<file path="config.mk">
export PLATFORM = sky130hd
export DESIGN_NAME = spwe_wake_ctl
export DESIGN_NICKNAME = d
export VERILOG_FILES = /design/src/inc/spwe_pkg.sv /design/src/logic/spwe_wake_ctl.sv /design/src/logic/spwe_fall_detect.sv /design/src/logic/spwe_irq_bank.sv
export SDC_FILE = /design/constraint.sdc
export NUM_CORES = 1
export LEC_CHECK = 0
export BUFFER_PORTS_ARGS = -buffer_cell sky130_fd_sc_hd__buf_2
export CORE_MARGIN = 2
export CORE_UTILIZATION = 54
export CTS_CLUSTER_DIAMETER = 200
export DETAILED_ROUTE_END_ITERATION = 6
export GPL_TIMING_DRIVEN = 1
export PLACE_DENSITY = 0.85
export SYNTH_ARGS = -nofsm -noshare
export SYNTH_HDL_FRONTEND = slang
export SYNTH_SLANG_ARGS = --single-unit
</file>
<file path="constraint.sdc">
create_clock -name clk_i -period 4.3 [get_ports clk_i]
set_input_delay 0.215 -clock clk_i [delete_from_list [all_inputs] [get_ports clk_i]]
set_output_delay 0.215 -clock clk_i [all_outputs]
set_load 0.02 [all_outputs]
</file>
<file path="src/inc/spwe_pkg.sv">
// shared constants, field layouts and carrier types of the wake-enable block
package spwe_pkg;

   // ---------------------------------------------------------------
   // bus geometry
   // ---------------------------------------------------------------
   localparam int ADDR_W = 10;
   localparam int DATA_W = 32;
   localparam int SEL_W = 4;
   localparam int IDX_W = 8;
   localparam int IDX_LSB = 2;

   // ---------------------------------------------------------------
   // register indices, byte address is four times the index
   // ---------------------------------------------------------------
   localparam logic [7:0] IDX_EN_ONE = 8'hb0;
   localparam logic [7:0] IDX_EN_TWO = 8'hb1;
   localparam logic [7:0] IDX_WAKE_STS_ONE = 8'hb2;
   localparam logic [7:0] IDX_WAKE_STS_TWO = 8'hb3;
   localparam logic [7:0] IDX_IRQ_STATUS = 8'hb4;
   localparam logic [7:0] IDX_IRQ_CLEAR = 8'hb5;
   localparam logic [7:0] IDX_IRQ_ENABLE = 8'hb6;
   localparam logic [7:0] IDX_POWER_STATE = 8'hb7;
   localparam logic [7:0] IDX_PIN_LEVEL = 8'hb8;

   // ---------------------------------------------------------------
   // reset values and implemented-bit masks
   // ---------------------------------------------------------------
   localparam logic [7:0] EN_ONE_RST = 8'h00;
   localparam logic [7:0] EN_TWO_RST = 8'h80;
   localparam logic [7:0] EN_ONE_MASK = 8'h7f;
   localparam logic [7:0] EN_TWO_MASK = 8'hdb;
   localparam logic [7:0] STS_ONE_MASK = 8'h7f;
   localparam logic [7:0] STS_TWO_MASK = 8'h0b;

   // ---------------------------------------------------------------
   // first enable register fields
   // ---------------------------------------------------------------
   localparam int B1_RING_A = 0;
   localparam int B1_RING_B = 1;
   localparam int B1_KBD = 2;
   localparam int B1_MOUSE = 3;
   localparam int B1_GRP_A = 4;
   localparam int B1_GRP_B = 5;
   localparam int B1_IRX = 6;

   // ---------------------------------------------------------------
   // second enable register fields
   // ---------------------------------------------------------------
   localparam int B2_RX_A = 0;
   localparam int B2_RX_B = 1;
   localparam int B2_RING = 3;
   localparam int B2_FORCE_OFF = 4;
   localparam int B2_FORCE_ON = 6;
   localparam int B2_OFF_EN = 7;

   // ---------------------------------------------------------------
   // edge-latched sources and interrupt events
   // ---------------------------------------------------------------
   localparam int NUM_EDGE = 8;
   localparam int IRQ_W = 4;
   localparam int IRQ_WAKE = 0;
   localparam int IRQ_BUTTON_OFF = 1;
   localparam int IRQ_STANDBY_ON = 2;
   localparam int IRQ_STANDBY_OFF = 3;
   localparam logic [IRQ_W-1:0] IRQ_RST = 4'h0;

   // ---------------------------------------------------------------
   // carriers
   // ---------------------------------------------------------------
   typedef struct packed {
      logic cyc;
      logic stb;
      logic we;
      logic [ADDR_W-1:0] adr;
      logic [SEL_W-1:0] sel;
      logic [DATA_W-1:0] dat;
   } spwe_wb_req_t;

   typedef struct packed {
      logic ack;
      logic [DATA_W-1:0] dat;
   } spwe_wb_rsp_t;

   typedef struct packed {
      logic ring_line_a;
      logic ring_line_b;
      logic keyboard_line;
      logic mouse_line;
      logic infrared_rx;
      logic serial_rx_a;
      logic serial_rx_b;
      logic ring_wake_in_n;
      logic group_irq_a;
      logic group_irq_b;
   } spwe_wake_pins_t;

   typedef struct packed {
      logic [7:0] en_one;
      logic [7:0] en_two;
      logic [7:0] sts_one;
      logic [7:0] sts_two;
      logic pwr_on;
      logic [IRQ_W-1:0] last_cause;
      logic button_prev;
      logic ack;
      logic [DATA_W-1:0] rdat;
   } spwe_state_t;

endpackage : spwe_pkg

</file>
<file path="src/logic/spwe_wake_ctl.sv">
// soft-power wake-enable controller with wishbone register slave
//
// Function
// - an enable bit at one lets its source turn power on, at zero it is ignored.
// - first enable bits 0 to 3 are ring line a, ring line b, keyboard and mouse.
// - first enable bits 4 to 6 are group irq a, group irq b and infrared, bit 7 is reserved.
// - second enable bits 0 and 1 are serial receive a and b, bit 2 is reserved.
// - second enable bit 3 lets the ring wake pin raise the power-on request.
// - with force-off set, a standby reset releases the request so power stays off.
// - with force-on set and force-off clear, a standby reset drives the request low from the next clock.
// - with neither bit set, a standby reset leaves the request as it was.
// - second enable bit 7 resets to one and gates power-off by button, bit 5 is reserved.
// - latched sources record a falling edge in a status bit cleared by reading it.
//
// Design decision made here: register access over Wishbone.
`timescale 1ns/100ps
`default_nettype none

module spwe_wake_ctl (
   // clock, reset, enable
   input wire logic clk_i,
   input wire logic rst_i,
   input wire logic ce_i,
   // wishbone slave
   input wire spwe_pkg::spwe_wb_req_t wb_req_i,
   output spwe_pkg::spwe_wb_rsp_t wb_rsp_o,
   // wake sources and power events
   input wire spwe_pkg::spwe_wake_pins_t wake_pins_i,
   input wire logic standby_supply_por_i,
   input wire logic power_button_i,
   // open-drain power-on request and status
   output logic power_on_request_n_o,
   output logic power_on_request_oe_n_o,
   output logic system_on_o,
   output logic irq_o
);

   // ---------------------------------------------------------------
   // declarations
   // ---------------------------------------------------------------
   spwe_pkg::spwe_state_t state_reg;
   spwe_pkg::spwe_state_t state_next;

   logic [spwe_pkg::NUM_EDGE-1:0] edge_level;
   logic [spwe_pkg::NUM_EDGE-1:0] edge_fall;
   logic [spwe_pkg::NUM_EDGE-1:0] edge_enable;
   logic [spwe_pkg::NUM_EDGE-1:0] edge_hit;
   logic grp_hit;
   logic wake_req;
   logic button_press;
   logic off_req;
   logic standby_on_evt;
   logic standby_off_evt;
   logic wake_evt;
   logic off_evt;

   logic take;
   logic commit;
   logic [spwe_pkg::IDX_W-1:0] idx;
   logic wr_ok;
   logic rd_commit;

   logic [7:0] sts_one_set;
   logic [7:0] sts_two_set;
   logic [7:0] sts_one_clr;
   logic [7:0] sts_two_clr;
   logic [7:0] sts_one_view;
   logic [7:0] pin_view;
   logic [7:0] rbyte;

   logic [spwe_pkg::IRQ_W-1:0] irq_set;
   logic [spwe_pkg::IRQ_W-1:0] irq_status;
   logic [spwe_pkg::IRQ_W-1:0] irq_enable;
   logic irq_clr_wr;
   logic irq_en_wr;
   logic irq_line;

   // ---------------------------------------------------------------
   // wake source edges
   // ---------------------------------------------------------------
   assign edge_level = {
      wake_pins_i.ring_wake_in_n,
      wake_pins_i.serial_rx_b,
      wake_pins_i.serial_rx_a,
      wake_pins_i.infrared_rx,
      wake_pins_i.mouse_line,
      wake_pins_i.keyboard_line,
      wake_pins_i.ring_line_b,
      wake_pins_i.ring_line_a
   };

   spwe_fall_detect #(
      .W(spwe_pkg::NUM_EDGE)
   ) u_fall (
      .clk_i(clk_i),
      .rst_i(rst_i),
      .ce_i(ce_i),
      .level_i(edge_level),
      .fall_o(edge_fall)
   );

   // per-edge enable, same order as the level vector
   assign edge_enable = {
      state_reg.en_two[spwe_pkg::B2_RING],
      state_reg.en_two[spwe_pkg::B2_RX_B],
      state_reg.en_two[spwe_pkg::B2_RX_A],
      state_reg.en_one[spwe_pkg::B1_IRX],
      state_reg.en_one[spwe_pkg::B1_MOUSE],
      state_reg.en_one[spwe_pkg::B1_KBD],
      state_reg.en_one[spwe_pkg::B1_RING_B],
      state_reg.en_one[spwe_pkg::B1_RING_A]
   };

   assign edge_hit = edge_fall & edge_enable;

   // group interrupts are levels, not latched
   assign grp_hit =
      (wake_pins_i.group_irq_a & state_reg.en_one[spwe_pkg::B1_GRP_A]) |
      (wake_pins_i.group_irq_b & state_reg.en_one[spwe_pkg::B1_GRP_B]);

   assign wake_req = (|edge_hit) | grp_hit;

   // ---------------------------------------------------------------
   // power decisions
   // ---------------------------------------------------------------
   assign button_press = power_button_i & ~state_reg.button_prev & ce_i;
   assign off_req = button_press & state_reg.en_two[spwe_pkg::B2_OFF_EN];

   // force-off takes precedence should both bits ever be set
   assign standby_off_evt = standby_supply_por_i & ce_i &
      state_reg.en_two[spwe_pkg::B2_FORCE_OFF];
   assign standby_on_evt = standby_supply_por_i & ce_i &
      ~state_reg.en_two[spwe_pkg::B2_FORCE_OFF] &
      state_reg.en_two[spwe_pkg::B2_FORCE_ON];

   // standby reset overrides wake and button in its cycle
   assign wake_evt = ~standby_supply_por_i & ~state_reg.pwr_on &
      wake_req & ce_i;
   assign off_evt = ~standby_supply_por_i & state_reg.pwr_on & off_req;

   // ---------------------------------------------------------------
   // wishbone decode
   // ---------------------------------------------------------------
   assign take = wb_req_i.cyc & wb_req_i.stb & ~state_reg.ack;
   assign commit = wb_req_i.cyc & wb_req_i.stb & state_reg.ack & ce_i;
   assign idx = wb_req_i.adr[spwe_pkg::ADDR_W-1:spwe_pkg::IDX_LSB];
   assign wr_ok = commit & wb_req_i.we & wb_req_i.sel[0];
   assign rd_commit = commit & ~wb_req_i.we;

   assign irq_clr_wr = wr_ok & (idx == spwe_pkg::IDX_IRQ_CLEAR);
   assign irq_en_wr = wr_ok & (idx == spwe_pkg::IDX_IRQ_ENABLE);

   // ---------------------------------------------------------------
   // wake status latching
   // ---------------------------------------------------------------
   assign sts_one_set = {
      1'b0,
      edge_hit[4],
      2'b00,
      edge_hit[3:0]
   };
   assign sts_two_set = {
      4'h0,
      edge_hit[7],
      1'b0,
      edge_hit[6:5]
   };

   assign sts_one_clr = (rd_commit & (idx == spwe_pkg::IDX_WAKE_STS_ONE)) ?
      8'hff : 8'h00;
   assign sts_two_clr = (rd_commit & (idx == spwe_pkg::IDX_WAKE_STS_TWO)) ?
      8'hff : 8'h00;

   // group bits show the live level of their source
   assign sts_one_view = {
      state_reg.sts_one[7:6],
      wake_pins_i.group_irq_b,
      wake_pins_i.group_irq_a,
      state_reg.sts_one[3:0]
   } & spwe_pkg::STS_ONE_MASK;

   assign pin_view = edge_level;

   // ---------------------------------------------------------------
   // read mux
   // ---------------------------------------------------------------
   always_comb begin
      rbyte = 8'h00;
      if (idx == spwe_pkg::IDX_EN_ONE) begin
         rbyte = state_reg.en_one & spwe_pkg::EN_ONE_MASK;
      end else if (idx == spwe_pkg::IDX_EN_TWO) begin
         rbyte = state_reg.en_two & spwe_pkg::EN_TWO_MASK;
      end else if (idx == spwe_pkg::IDX_WAKE_STS_ONE) begin
         rbyte = sts_one_view;
      end else if (idx == spwe_pkg::IDX_WAKE_STS_TWO) begin
         rbyte = state_reg.sts_two & spwe_pkg::STS_TWO_MASK;
      end else if (idx == spwe_pkg::IDX_IRQ_STATUS) begin
         rbyte = {4'h0, irq_status};
      end else if (idx == spwe_pkg::IDX_IRQ_ENABLE) begin
         rbyte = {4'h0, irq_enable};
      end else if (idx == spwe_pkg::IDX_POWER_STATE) begin
         rbyte = {3'b000, state_reg.last_cause, state_reg.pwr_on};
      end else if (idx == spwe_pkg::IDX_PIN_LEVEL) begin
         rbyte = pin_view;
      end
   end

   // ---------------------------------------------------------------
   // next state
   // ---------------------------------------------------------------
   always_comb begin
      state_next = state_reg;
      state_next.button_prev = power_button_i;

      // bus handshake, one ack per request
      state_next.ack = take;
      if (take) begin
         state_next.rdat = {24'h000000, rbyte};
      end

      // enable registers, reserved bits held at zero
      if (wr_ok & (idx == spwe_pkg::IDX_EN_ONE)) begin
         state_next.en_one = wb_req_i.dat[7:0] & spwe_pkg::EN_ONE_MASK;
      end
      if (wr_ok & (idx == spwe_pkg::IDX_EN_TWO)) begin
         state_next.en_two = wb_req_i.dat[7:0] & spwe_pkg::EN_TWO_MASK;
      end

      // an edge in the read cycle survives the clear
      state_next.sts_one = (state_reg.sts_one & ~sts_one_clr) |
         sts_one_set;
      state_next.sts_two = (state_reg.sts_two & ~sts_two_clr) |
         sts_two_set;

      // power state, standby reset first
      if (standby_off_evt) begin
         state_next.pwr_on = 1'b0;
         state_next.last_cause = 4'h8;
      end else if (standby_on_evt) begin
         state_next.pwr_on = 1'b1;
         state_next.last_cause = 4'h4;
      end else if (standby_supply_por_i) begin
         state_next.pwr_on = state_reg.pwr_on;
      end else if (wake_evt) begin
         state_next.pwr_on = 1'b1;
         state_next.last_cause = 4'h1;
      end else if (off_evt) begin
         state_next.pwr_on = 1'b0;
         state_next.last_cause = 4'h2;
      end
   end

   // ---------------------------------------------------------------
   // state register, reset is the battery power-on reset
   // ---------------------------------------------------------------
   always_ff @(posedge clk_i) begin
      if (rst_i) begin
         state_reg.en_one <= spwe_pkg::EN_ONE_RST;
         state_reg.en_two <= spwe_pkg::EN_TWO_RST;
         state_reg.sts_one <= 8'h00;
         state_reg.sts_two <= 8'h00;
         state_reg.pwr_on <= 1'b0;
         state_reg.last_cause <= 4'h0;
         state_reg.button_prev <= 1'b0;
         state_reg.ack <= 1'b0;
         state_reg.rdat <= 32'h00000000;
      end else if (ce_i) begin
         state_reg <= state_next;
      end
   end

   // ---------------------------------------------------------------
   // interrupt bank
   // ---------------------------------------------------------------
   always_comb begin
      irq_set = spwe_pkg::IRQ_RST;
      irq_set[spwe_pkg::IRQ_WAKE] = wake_evt;
      irq_set[spwe_pkg::IRQ_BUTTON_OFF] = off_evt;
      irq_set[spwe_pkg::IRQ_STANDBY_ON] = standby_on_evt;
      irq_set[spwe_pkg::IRQ_STANDBY_OFF] = standby_off_evt;
   end

   spwe_irq_bank #(
      .W(spwe_pkg::IRQ_W)
   ) u_irq (
      .clk_i(clk_i),
      .rst_i(rst_i),
      .ce_i(ce_i),
      .set_i(irq_set),
      .clr_wr_i(irq_clr_wr),
      .en_wr_i(irq_en_wr),
      .wdat_i(wb_req_i.dat[spwe_pkg::IRQ_W-1:0]),
      .status_o(irq_status),
      .enable_o(irq_enable),
      .irq_o(irq_line)
   );

   // ---------------------------------------------------------------
   // outputs
   // ---------------------------------------------------------------
   assign wb_rsp_o.ack = state_reg.ack;
   assign wb_rsp_o.dat = state_reg.rdat;

   // open drain: pull low while on, float while off
   assign power_on_request_n_o = 1'b0;
   assign power_on_request_oe_n_o = ~state_reg.pwr_on;
   assign system_on_o = state_reg.pwr_on;
   assign irq_o = irq_line;

endmodule : spwe_wake_ctl

`default_nettype wire

</file>
<file path="src/logic/spwe_fall_detect.sv">
// falling-edge detector for a vector of synchronous inputs
`timescale 1ns/100ps
`default_nettype none

module spwe_fall_detect #(
   parameter int W = 8
) (
   // clock, reset, enable
   input wire logic clk_i,
   input wire logic rst_i,
   input wire logic ce_i,
   // lines in, one-cycle edge pulses out
   input wire logic [W-1:0] level_i,
   output logic [W-1:0] fall_o
);

   typedef struct packed {
      logic [W-1:0] prev;
   } spwe_fd_state_t;

   spwe_fd_state_t state_reg;
   spwe_fd_state_t state_next;

   always_comb begin
      state_next = state_reg;
      state_next.prev = level_i;
   end

   // idle level is high, so reset to ones avoids a false edge
   always_ff @(posedge clk_i) begin
      if (rst_i) begin
         state_reg.prev <= '1;
      end else if (ce_i) begin
         state_reg <= state_next;
      end
   end

   assign fall_o = state_reg.prev & ~level_i & {W{ce_i}};

endmodule : spwe_fall_detect

`default_nettype wire

</file>
<file path="src/logic/spwe_irq_bank.sv">
// sticky event status with write-one clear, enable mask and level output
`timescale 1ns/100ps
`default_nettype none

module spwe_irq_bank #(
   parameter int W = 4
) (
   // clock, reset, enable
   input wire logic clk_i,
   input wire logic rst_i,
   input wire logic ce_i,
   // events and software access
   input wire logic [W-1:0] set_i,
   input wire logic clr_wr_i,
   input wire logic en_wr_i,
   input wire logic [W-1:0] wdat_i,
   // state out
   output logic [W-1:0] status_o,
   output logic [W-1:0] enable_o,
   output logic irq_o
);

   typedef struct packed {
      logic [W-1:0] status;
      logic [W-1:0] enable;
      logic irq;
   } spwe_ib_state_t;

   spwe_ib_state_t state_reg;
   spwe_ib_state_t state_next;
   logic [W-1:0] clr_mask;

   always_comb begin
      state_next = state_reg;
      clr_mask = clr_wr_i ? wdat_i : '0;
      // a new event beats a clear in the same cycle
      state_next.status = (state_reg.status & ~clr_mask) | set_i;
      if (en_wr_i) begin
         state_next.enable = wdat_i;
      end
      state_next.irq = |(state_next.status & state_next.enable);
   end

   always_ff @(posedge clk_i) begin
      if (rst_i) begin
         state_reg <= '0;
      end else if (ce_i) begin
         state_reg <= state_next;
      end
   end

   assign status_o = state_reg.status;
   assign enable_o = state_reg.enable;
   assign irq_o = state_reg.irq;

endmodule : spwe_irq_bank

`default_nettype wire

</file>
### After elaboration in Yosys (flattened, before gate mapping)

Cells that the tools add are included.

* equal/unequal tests: 10
* multiplexer cells: 18
* bitwise operators: 49
* reductions and logical operators: 7

Operators with widths (number)
* 8-bit 2-to-1 mux: 10
* 8-bit == test, second input constant: 9
* 8-bit bitwise AND: 5
* 1-bit bitwise AND: 27
* 8-bit inverter: 3
* 5-bit 2-to-1 mux: 4
* 4-bit 2-to-1 mux: 3
* 4-bit bitwise AND: 2
* 8-bit by 4-bit OR with 8-bit output: 1
* 8-bit by 7-bit OR with 8-bit output: 1
* 8-bit OR reduction: 1
* 1-bit inverter: 6
* 2-bit AND reduction: 3
* 4-bit inverter: 1
* 4-bit OR: 1
* 4-bit nonzero test: 1
* 4-bit OR reduction: 1
* 3-bit by 1-bit != test with 1-bit output, second input constant: 1
* 3-bit AND reduction: 1
* 1-bit OR: 2
* 1-bit 2-to-1 mux: 1

* bits in registers: 61
* input port bits: 64
* output and inout port bits: 37
* word-level logic and storage cells: 97

### Longest topological paths before layout

Gate-level depths: netlist of the first run.

* word-level depth: 12
* gate-level depth with buffers: 8
* depth with buffers taken out: 5

### By module

A second synthesis of the first run with hierarchy kept.

* cell total of the unflattened synthesis: 355
* area total of the unflattened synthesis: 3032.9 um2

By module, submodules not included
* spwe_wake_ctl: instances 1, cells each 263, area an instance 2207.1 um2, sequential area each 720.7 um2
* spwe_irq_bank: instances 1, cells each 50, area an instance 449.2 um2, sequential area each 180.2 um2
* spwe_fall_detect: instances 1, cells each 42, area an instance 376.6 um2, sequential area each 160.2 um2

### Worst setup path before layout of the first run

No wires, ideal clock.

* path kind: flip-flop to flip-flop
* start point: reg state_reg, in the netlist wb_rsp_o[32]
* end point: reg state_reg[62] in the netlist's numbering
* setup time: 120 ps
* arrival: 1456 ps
* slack: 2724 ps
* stages on the path, launching flop included: 8
* period minus slack after synthesis: 1576 ps
* cell sequence: dfxtp_1 -> and4_4 -> and2_1 -> buf_6 -> and3_1 -> buf_6 -> nor2b_1 -> a211o_1

* longest elaborated chain between the ends: 6

RTL lines
* start, declared: RTL line spwe_wake_ctl.sv:41 `spwe_pkg::spwe_state_t state_reg;`
* start signal, assigned: RTL line spwe_wake_ctl.sv:268 `state_reg <= state_next;`
* 1-bit bitwise AND (2 in a row): RTL line spwe_wake_ctl.sv:145 `assign commit = wb_req_i.cyc & wb_req_i.stb & state_reg.ack & ce_i;`
* 1-bit bitwise AND (2 in a row): RTL line spwe_wake_ctl.sv:147 `assign wr_ok = commit & wb_req_i.we & wb_req_i.sel[0];`
* 1-bit bitwise AND: RTL line spwe_wake_ctl.sv:225 `if (wr_ok & (idx == spwe_pkg::IDX_EN_TWO)) begin`
* 2-bit AND reduction (no line)

Every way passes these cells.
A chain may end at the register's enable or synchronous reset.

### Final worst setup path of the first run

* start point: in ce_i
* end point: reg state_reg[62] in the netlist's numbering

* longest elaborated chain between the ends: 5

RTL lines
* start, declared: RTL line spwe_wake_ctl.sv:23 `input wire logic ce_i,`
* 1-bit bitwise AND: RTL line spwe_wake_ctl.sv:145
* 1-bit bitwise AND (2 in a row): RTL line spwe_wake_ctl.sv:147
* 1-bit bitwise AND: RTL line spwe_wake_ctl.sv:225
* 2-bit AND reduction (no line) (*)

Every way passes the cells marked *; elsewhere a longest branch is shown, timed or not.

==> flow_summary.yaml, run 1 <==
run_status:
  outcome: "completed"
detailed_routing:
  first_pass_iters: 5
  drc: 0
  ant_nets: 0
  wl_um: 7500
  via_per_inst: 6.11
  wl_per_cell_um: 16.9
  num_vias: 2711
  drt-initial-drc-count: 294
synth:
  avgSynthCellArea_um2: 8.58
  synthDistinctLibCells: 56
  synth_top_area_share_pct: 35.5
  synth-edff-count: 0
  synth_ff_type: "dfxtp_1"
  synth_area_mm2: 0.00299
  async_flop_share_pct: 0
  synth_top_cell_by_area: "dfxtp_1"
  netlist_top_cells_area: "dfxtp_1 35%, buf_4 8.8%, nor2_1 4.1%, nand2_1 3.9%, a21oi_1 3.8%"
  seq_area_frac_synth_pct: 35.5
  synth_seq_cells: 53
  syn_inst: 349
  yosysWarnings: 0
floorplanning:
  die_width_um: 78.4
  row_count: 27
  fp.coreArea_mm2: 0.00544
  die_y_um: 78.4
  die_area_mm2: 0.00615
  start_util_pct: 55.0
  io-pin-count: 101
setup_path:
  crit_slowest_cell: "and3_1"
  end_kind: "register"
  arrival_ns: 2.43
  critPathTopFamily: "simple AND/OR/NAND/NOR gates"
  timing.rr.start: "wb_rsp_o[32]$_SDFFE_PP0P_"
  rr_worst_depth: 5
  required_ns: 4.50
  reg2reg_to: "state_reg[62]$_SDFFE_PP1P_"
  r2r_slack_ns: 2.18
  start_kind: "input pin"
  critPathMaxStageDelay_ns: 0.54
  worstPathMaxFanout: 37
  criticalPathCategory: "in2reg"
  path_cells: "buf_2, and4_4, and2_1, and3_1, nor2b_1, a211o_1"
  crit_buf_inv: 1
layout:
  nets: 435
  drive_gt1_share_pct: 17.2
  antenna_cells: 0
  largest_reg_flops: 18
  area_growth_pct: 4.31
run:
  drv_cap: 0
clock_network:
  cts_hold_buf: 0
  cts_resized: 0
  cts_buffers: 5
  h-tree-depth: 2
  path_clk_slew_ns: 0.09
  clock_sinks: 53
  post-cts-setup-buffer-count: 0
  worstSkewPairLatency_ns: 0.31
  clk_path_buf_depth: 2
  cts_tree: "done"
  clock-root-buffer: "clkbuf_8"
sta:
  hold_viol: 0
  setup_viol: 0
  finalCriticalPeriod_ns: 2.23
  tightestPinTransition_ns: 0.996
  rsz0062_at_grt: "no"
  fmax_mhz: 449
  worst_slack_ns: 2.07
  fin_tns_setup_ns: 0
  finalCritPeriodShare_pct: 51.8
  fin_skew_ns: 0.00776
  slew_headroom_pct: 33.6
  slew_violations: 0
global_route:
  first_global_vias: 2382
  top_usage_layer: "met2"
  grtUsageMet2_pct: 37.8
  antenna_found_initial: 0
  met3_usage_pct: 4.37
  track_usage_pct: 24.6
  grt_max_degree: 56
  grt_pass1_wl_um: 11800
  grt_overflow_total: 0
  grt_util_met1_pct: 34.4
pwr:
  power.density_mw_per_mm2: 314
  p_leak_uw: 0.00124
  ir_drop_mv: 0.168
worst_hold_path:
  holdPathEnd: "state_reg[62]$_SDFFE_PP1P_"
  whs_path_depth: 2
  hold_path.class: "in2reg"
  min-delay-start: "wb_req_i[7]"
place:
  numPortBuffers: 46
  dpl.hpwl_um: 5370
  gp_congestion: 0.943
  post-place-ws_ns: 1.78
synthesized netlist by cell type (2+ instances only):
library cell / n
clkbuf_1: 6
and2_1: 2
and3_1: 3
nand4_1: 5
a211o_1: 9
and4bb_1: 2
nor2b_1: 14
buf_2: 6
and4b_1: 2
nand3_1: 15
a32o_1: 2
nand4b_1: 10
nand2b_1: 3
dfxtp_1: 53
nand3b_1: 2
buf_4: 35
a32oi_1: 4
a211oi_1: 5
a31oi_1: 3
o221ai_1: 2
a21oi_1: 23
mux2i_1: 11
inv_1: 7
buf_6: 7
nor2_1: 33
o21ai_0: 9
nand2_1: 31
o22ai_1: 8
a311oi_1: 3
a22oi_1: 8
worst max path at each step:
stage,endpoint,from,cells after the start
floorplan,state_reg[62]$_SDFFE_PP1P_,wb_rsp_o[32]$_SDFFE_PP0P_,7
global placement,state_reg[62]$_SDFFE_PP1P_,ce_i,6
detailed placement,state_reg[62]$_SDFFE_PP1P_,ce_i,6
CTS,state_reg[62]$_SDFFE_PP1P_,ce_i,6
global route,state_reg[62]$_SDFFE_PP1P_,ce_i,6
finish,state_reg[62]$_SDFFE_PP1P_,ce_i,6
cell type report:
| cell class | count | area, um2 |
|---|---|---|
| fill | 529 | 2320 |
| multi-input combinational | 258 | 1600 |
| sequential | 53 | 1060 |
| timing repair buffer | 46 | 230 |
| tap | 72 | 90.1 |
| clock buffer | 7 | 86.3 |
| clock inverter | 1 | 30.0 |
| inverter | 7 | 26.3 |
routing by layer:
metal / vias up / wire length (um)
met5: - / 0
met4: 0 / 226
met3: 20 / 663
met2: 161 / 3310
met1: 1271 / 3310
li1: 1259 / -
kinds of logic after synthesis:
family	share of synthesized area (%)
AND/OR/NAND/NOR	25.9
AO/OA/AOI/OAI	19.5
buffers and inverters	14.2
flip-flops	35.5
multiplexers	4.81
other	0.125
metrics by stage:
stage                     hold slack (ns)  std cells  total power (uW)  utilization [%]  instance area (um2)
final                               0.108        444               980             57.4                 3120
after global routing                0.106        444              1020             57.4                 3120
after CTS                          0.0989        444               982             57.4                 3120
after detailed placement            0.423        436               636             55.3                 3010
after global placement              0.421        436               634             55.3                 3010
after floorplan                     0.333        373               624                -                 3080
power by group:
group / internal, uW / switching [uW]
Combinational: 37.7 / 82.9
Sequential: 501 / 5.37
Clock: 190 / 163
layout by cell type, fill, tap and decap left out, types with 8 or more instances in the layout:
master    count
nor2_1       33
o21ai_0       9
conb_1       25
buf_2        46
a22oi_1       8
o22ai_1       8
dfxtp_1      53
nand3_1      15
nand4b_1     10
mux2i_1      11
a211o_1       9
a21oi_1      23
nand2_1      31
nor2b_1      14
(Power assumes the default switching activity.)
==> run 2: changes to the inputs <==
Settings changed: ABC_AREA set to 1, CORE_UTILIZATION 54 to 50, PLACE_DENSITY 0.85 to 0.8.
Clock period 4.3 ns to 2.3 ns, I/O delays scaled along.
==> flow_summary.yaml, run 2 <==
run_status:
  outcome: "completed"
detailed_routing:
  via_per_inst: 5.21
  first_pass_iters: 5
  wl_um: 7290
  drc: 0
  drt-initial-drc-count: 226
  ant_nets: 0
  wl_per_cell_um: 13.7
  num_vias: 2769
synth:
  synth_ff_type: "dfxtp_1"
  synth_top_area_share_pct: 36.8
  netlist_top_cells_area: "dfxtp_1 37%, nand2_1 14%, buf_4 8.8%, nor2_1 7.2%, a21oi_1 5.7%"
  seq_area_frac_synth_pct: 36.8
  synth_area_mm2: 0.00289
  synthDistinctLibCells: 32
  synth_seq_cells: 53
  synth-edff-count: 0
  syn_inst: 422
  yosysMostFrequentCell: "nand2_1"
  async_flop_share_pct: 0
  avgSynthCellArea_um2: 6.84
  synth_top_cell_by_area: "dfxtp_1"
  synth_common_cells: "105 x nand2_1, 55 x nor2_1, 53 x dfxtp_1, 34 x buf_4, 34 x inv_1"
  yosysWarnings: 0
sta:
  rsz0062_at_grt: "no"
  fmax_mhz: 613
  slew_violations: 0
  tightestPinTransition_ns: 0.666
  fin_tns_setup_ns: 0
  slew_headroom_pct: 55.5
  hold_viol: 0
  setup_viol: 0
  fin_skew_ns: 0.00597
  finalCriticalPeriod_ns: 1.63
  finalCritPeriodShare_pct: 71.0
clock_network:
  cts_hold_buf: 0
  post-cts-setup-buffer-count: 0
  clock_sinks: 53
  cts_buffers: 5
  worstSkewPairLatency_ns: 0.30
  path_clk_slew_ns: 0.09
  cts_resized: 0
  cts_tree: "done"
  clock-root-buffer: "clkbuf_8"
  clk_path_buf_depth: 2
  h-tree-depth: 2
setup_path:
  start_kind: "register"
  worstPathMaxFanout: 9
  path_cells: "nand4_4, nor2_2, inv_2, o21ai_1, a21oi_1"
  end_kind: "register"
  critPathMaxStageDelay_ns: 0.58
  criticalPathCategory: "reg2reg"
  crit_slowest_cell: "dfxtp_1"
  crit_buf_inv: 1
  arrival_ns: 1.82
  required_ns: 2.49
  critPathTopFamily: "flip-flops"
global_route:
  antenna_found_initial: 0
  grt_pass1_wl_um: 11700
  first_global_vias: 2462
  grt_overflow_total: 0
  grt_max_degree: 30
  track_usage_pct: 23.7
layout:
  fin_cells: 531
  multi_input_area_mm2: 0.00148
  finalInstanceArea_mm2: 0.00311
  antenna_cells: 0
  largest_reg_flops: 18
  final_common_cell: "nand2_1"
  drive_gt1_share_pct: 16.3
  layout_common_cells: "105 x nand2_1, 55 x nor2_1, 53 x dfxtp_1"
  ff_latch_area_mm2: 0.00106
  nets: 523
  fillers: 571
  area_growth_pct: 7.76
place:
  place_inst: 524
  dpl_cell_area_mm2: 0.00302
  numPortBuffers: 46
  dpl.hpwl_um: 5670
  gp_congestion: 0.916
pwr:
  ir_drop_mv: 0.462
  power.density_mw_per_mm2: 534
  p_leak_uw: 0.00147
floorplanning:
  die_y_um: 80.0
  fp.coreArea_mm2: 0.00554
  die_width_um: 80.0
  io-pin-count: 101
  row_count: 27
  die_area_mm2: 0.00640
  start_util_pct: 52.1
run:
  drv_cap: 0
worst_hold_path:
  hold_path.class: "in2reg"
[run 2: per-stage QoR]
step           setup WS (ns)  power [uW]  hold WS (ns)  utilization, %
6_report               0.668        1660        0.0254            56.1
3_5_place_dp           0.477        1140         0.341            54.6
5_1_grt                0.548        1720        0.0489            56.1
4_1_cts                0.684        1660        0.0281            56.1
2_1_floorplan          0.856        1110         0.245               -
3_3_place_gp           0.497        1140         0.336            54.6
[run 2: cell type report]
type	instances	share of cell area, %
Tap cell	72	2.90
Multi-Input combinational cell	312	47.5
Sequential cell	53	34.1
Clock buffer	7	2.78
Timing Repair Buffer	48	7.88
Inverter	39	4.79
[run 2: where the power goes]
group          switching [uW]  leakage (uW)  internal, uW
sequential               8.99      0.000430           932
clock                     296     0.0000443           240
combinational             135      0.000994          49.3
total                     440       0.00147          1220
[run 2: worst paths after layout]
path                            cells past startpoint                      start                     endpoint  slack [ns]
worst max register to register                      5  wb_rsp_o[32]$_SDFFE_PP0P_  edge_enable[1]$_SDFFE_PP0P_        0.67
worst min-delay path                                3                wb_req_i[7]   state_reg[62]$_SDFFE_PP1P_        0.03
worst min register to register                      2   wb_rsp_o[7]$_SDFFE_PP0P_     wb_rsp_o[7]$_SDFFE_PP0P_        0.46
worst max-delay path                                5  wb_rsp_o[32]$_SDFFE_PP0P_  edge_enable[1]$_SDFFE_PP0P_        0.67
[run 2: logic make-up (layout without fill, tap and decap cells)]
| logic type | Yosys count | in the layout | synth area share, % |
|---|---|---|---|
| simple gates | 224 | 224 | 36.0 |
| flops | 53 | 53 | 36.8 |
| buf+inv | 81 | 94 | 15.1 |
| other cells | 1 | 25 | 0.130 |
| compound gates | 63 | 63 | 12.0 |
[run 2: worst reg2reg max path, stage by stage (launching register included)]
cell and delay [ns]:
dfxtp_1 0.58, nand4_4 0.23, nor2_2 0.34, inv_2 0.16
o21ai_1 0.15, a21oi_1 0.06
[run 2: routing by layer]
metal | global-route usage (%) | share of wire [%]
met1 | 32.0 | 45
met4 | 7.29 | 2.2
met3 | 4.41 | 7.7
met5 | 0 | 0
met2 | 38.2 | 45
==> run 3: changes to the inputs <==
Settings changed: CORE_UTILIZATION 50 to 45, PLACE_DENSITY 0.8 to 0.76.
Clock period 2.3 ns to 1.5 ns, I/O delays scaled along.
==> flow_summary.yaml, run 3 (synthesis results as in run 2) <==
clock_network:
  worstSkewPairLatency_ns: 0.31
  cts_tree: "done"
  h-tree-depth: 2
  clock-root-buffer: "clkbuf_8"
  clock_sinks: 53
  cts_buffers: 5
  path_clk_slew_ns: 0.10
  clk_path_buf_depth: 2
global_route:
  track_usage_pct: 21.6
  grt_overflow_total: 0
  first_global_vias: 2569
  grt_pass1_wl_um: 12100
  antenna_found_initial: 0
  grt_max_degree: 30
worst_hold_path:
  hold_path.class: "in2reg"
floorplanning:
  start_util_pct: 46.0
  die_area_mm2: 0.00707
  die_y_um: 84.1
  die_width_um: 84.1
  io-pin-count: 101
  fp.coreArea_mm2: 0.00628
  row_count: 29
detailed_routing:
  via_per_inst: 5.10
  drt-initial-drc-count: 249
  num_vias: 2857
  ant_nets: 0
  first_pass_iters: 5
  wl_per_cell_um: 13.5
  wl_um: 7570
  drc: 0
sta:
  fin_tns_setup_ns: 0
  finalCriticalPeriod_ns: 1.39
  hold_viol: 0
  rsz0062_at_grt: "no"
  finalCritPeriodShare_pct: 92.6
  fin_skew_ns: 0.0124
  timing.hold.ws_ns: 0.0284
  slew_violations: 0
  setup_viol: 0
  fmax_mhz: 720
  worst_slack_ns: 0.111
place:
  dpl.hpwl_um: 5920
  numPortBuffers: 46
  post-place-ws_ns: 0.00397
  dpl_cell_area_mm2: 0.00318
  gp_congestion: 0.954
pwr:
  p_leak_uw: 0.00158
  power_switching_uw: 726
  power.density_mw_per_mm2: 780
  internal-power_uw: 1850
  power_frac_clock_pct: 32.2
  netSwitchingFraction_pct: 28.1
  ir_drop_mv: 0.510
  power_frac_comb_pct: 11.9
  seq_power_share_pct: 55.9
setup_path:
  start_kind: "register"
  end_kind: "register"
  arrival_ns: 1.62
  criticalPathCategory: "reg2reg"
  required_ns: 1.73
  worstPathMaxFanout: 10
layout:
  antenna_cells: 0
  layout_common_cells: "104 x nand2_1, 55 x nor2_1, 53 x dfxtp_1"
  final_common_cell: "nand2_1"
  nets: 546
  finalInstanceArea_mm2: 0.00331
  largest_reg_flops: 18
  area_growth_pct: 14.6
  drive_gt1_share_pct: 20.5
run_status:
  outcome: "completed"
run:
  drv_cap: 0
==> run 3: power by group through the flow <==
stage	sequential (uW)	clock (uW)	combinational [uW]
floorplan	1470	0	235
global placement	1470	0	292
detailed placement	1470	0	296
CTS	1440	846	303
global route	1440	914	337
finish	1440	832	306
==> run 3: routing by layer <==
layer  global-route usage [%]  routed length [um]
met1                     29.9                3390
met2                     33.5                3390
met3                     2.87                 584
met4                     9.24                 201
met5                        0                   0
==> run 3: worst max-delay path, cell delays in order (launching register included) <==
cell	delay, ns
dfxtp_1	0.39
buf_4	0.19
nor2_8	0.18
inv_4	0.10
nor3_2	0.21
nand4_1	0.12
nand2_1	0.07
inv_1	0.04
==> run 3: area by class of cell <==
cell class | count | area [um2]
sequential | 53 | 1060
tap | 77 | 96.3
multi-input combinational | 312 | 1490
inverter | 39 | 149
clock inverter | 3 | 21.3
clock buffer | 5 | 68.8
timing repair buffer | 71 | 425
fill | 654 | 2970
==> run 3: path summary, 6_finish.rpt <==
path / from / end / slack [ns] / cells past startpoint
worst max-delay path: wb_rsp_o[32]$_SDFFE_PP0P_ / wb_rsp_o[3]$_SDFFE_PP0P_ / 0.11 / 7
worst min register to register: state_reg[48]$_SDFFE_PP0P_ / state_reg[48]$_SDFFE_PP0P_ / 0.47 / 2
worst max register to register: wb_rsp_o[32]$_SDFFE_PP0P_ / wb_rsp_o[3]$_SDFFE_PP0P_ / 0.11 / 7
worst min-delay path: wb_req_i[4] / state_reg[67]$_SDFFE_PP0P_ / 0.03 / 3
==> run 3: metrics by stage <==
step / util (%) / total power [uW] / std cells
after detailed placement: 50.7 / 1770 / 549
after CTS: 52.6 / 2590 / 560
after global routing: 52.7 / 2700 / 560
after floorplan: - / 1710 / 446
after global placement: 50.7 / 1770 / 549
final: 52.7 / 2580 / 560
==> run 3: what timing repair did <==
| item | 4_1_cts | 5_1_grt |
|---|---|---|
| hold buffers | 3 | 0 |
| endpoints found under the setup margin | 0 | 3 |
| hold endpoints to repair | 3 | 0 |
| setup buffers | 0 | 0 |
| gates resized for setup | 0 | 2 |
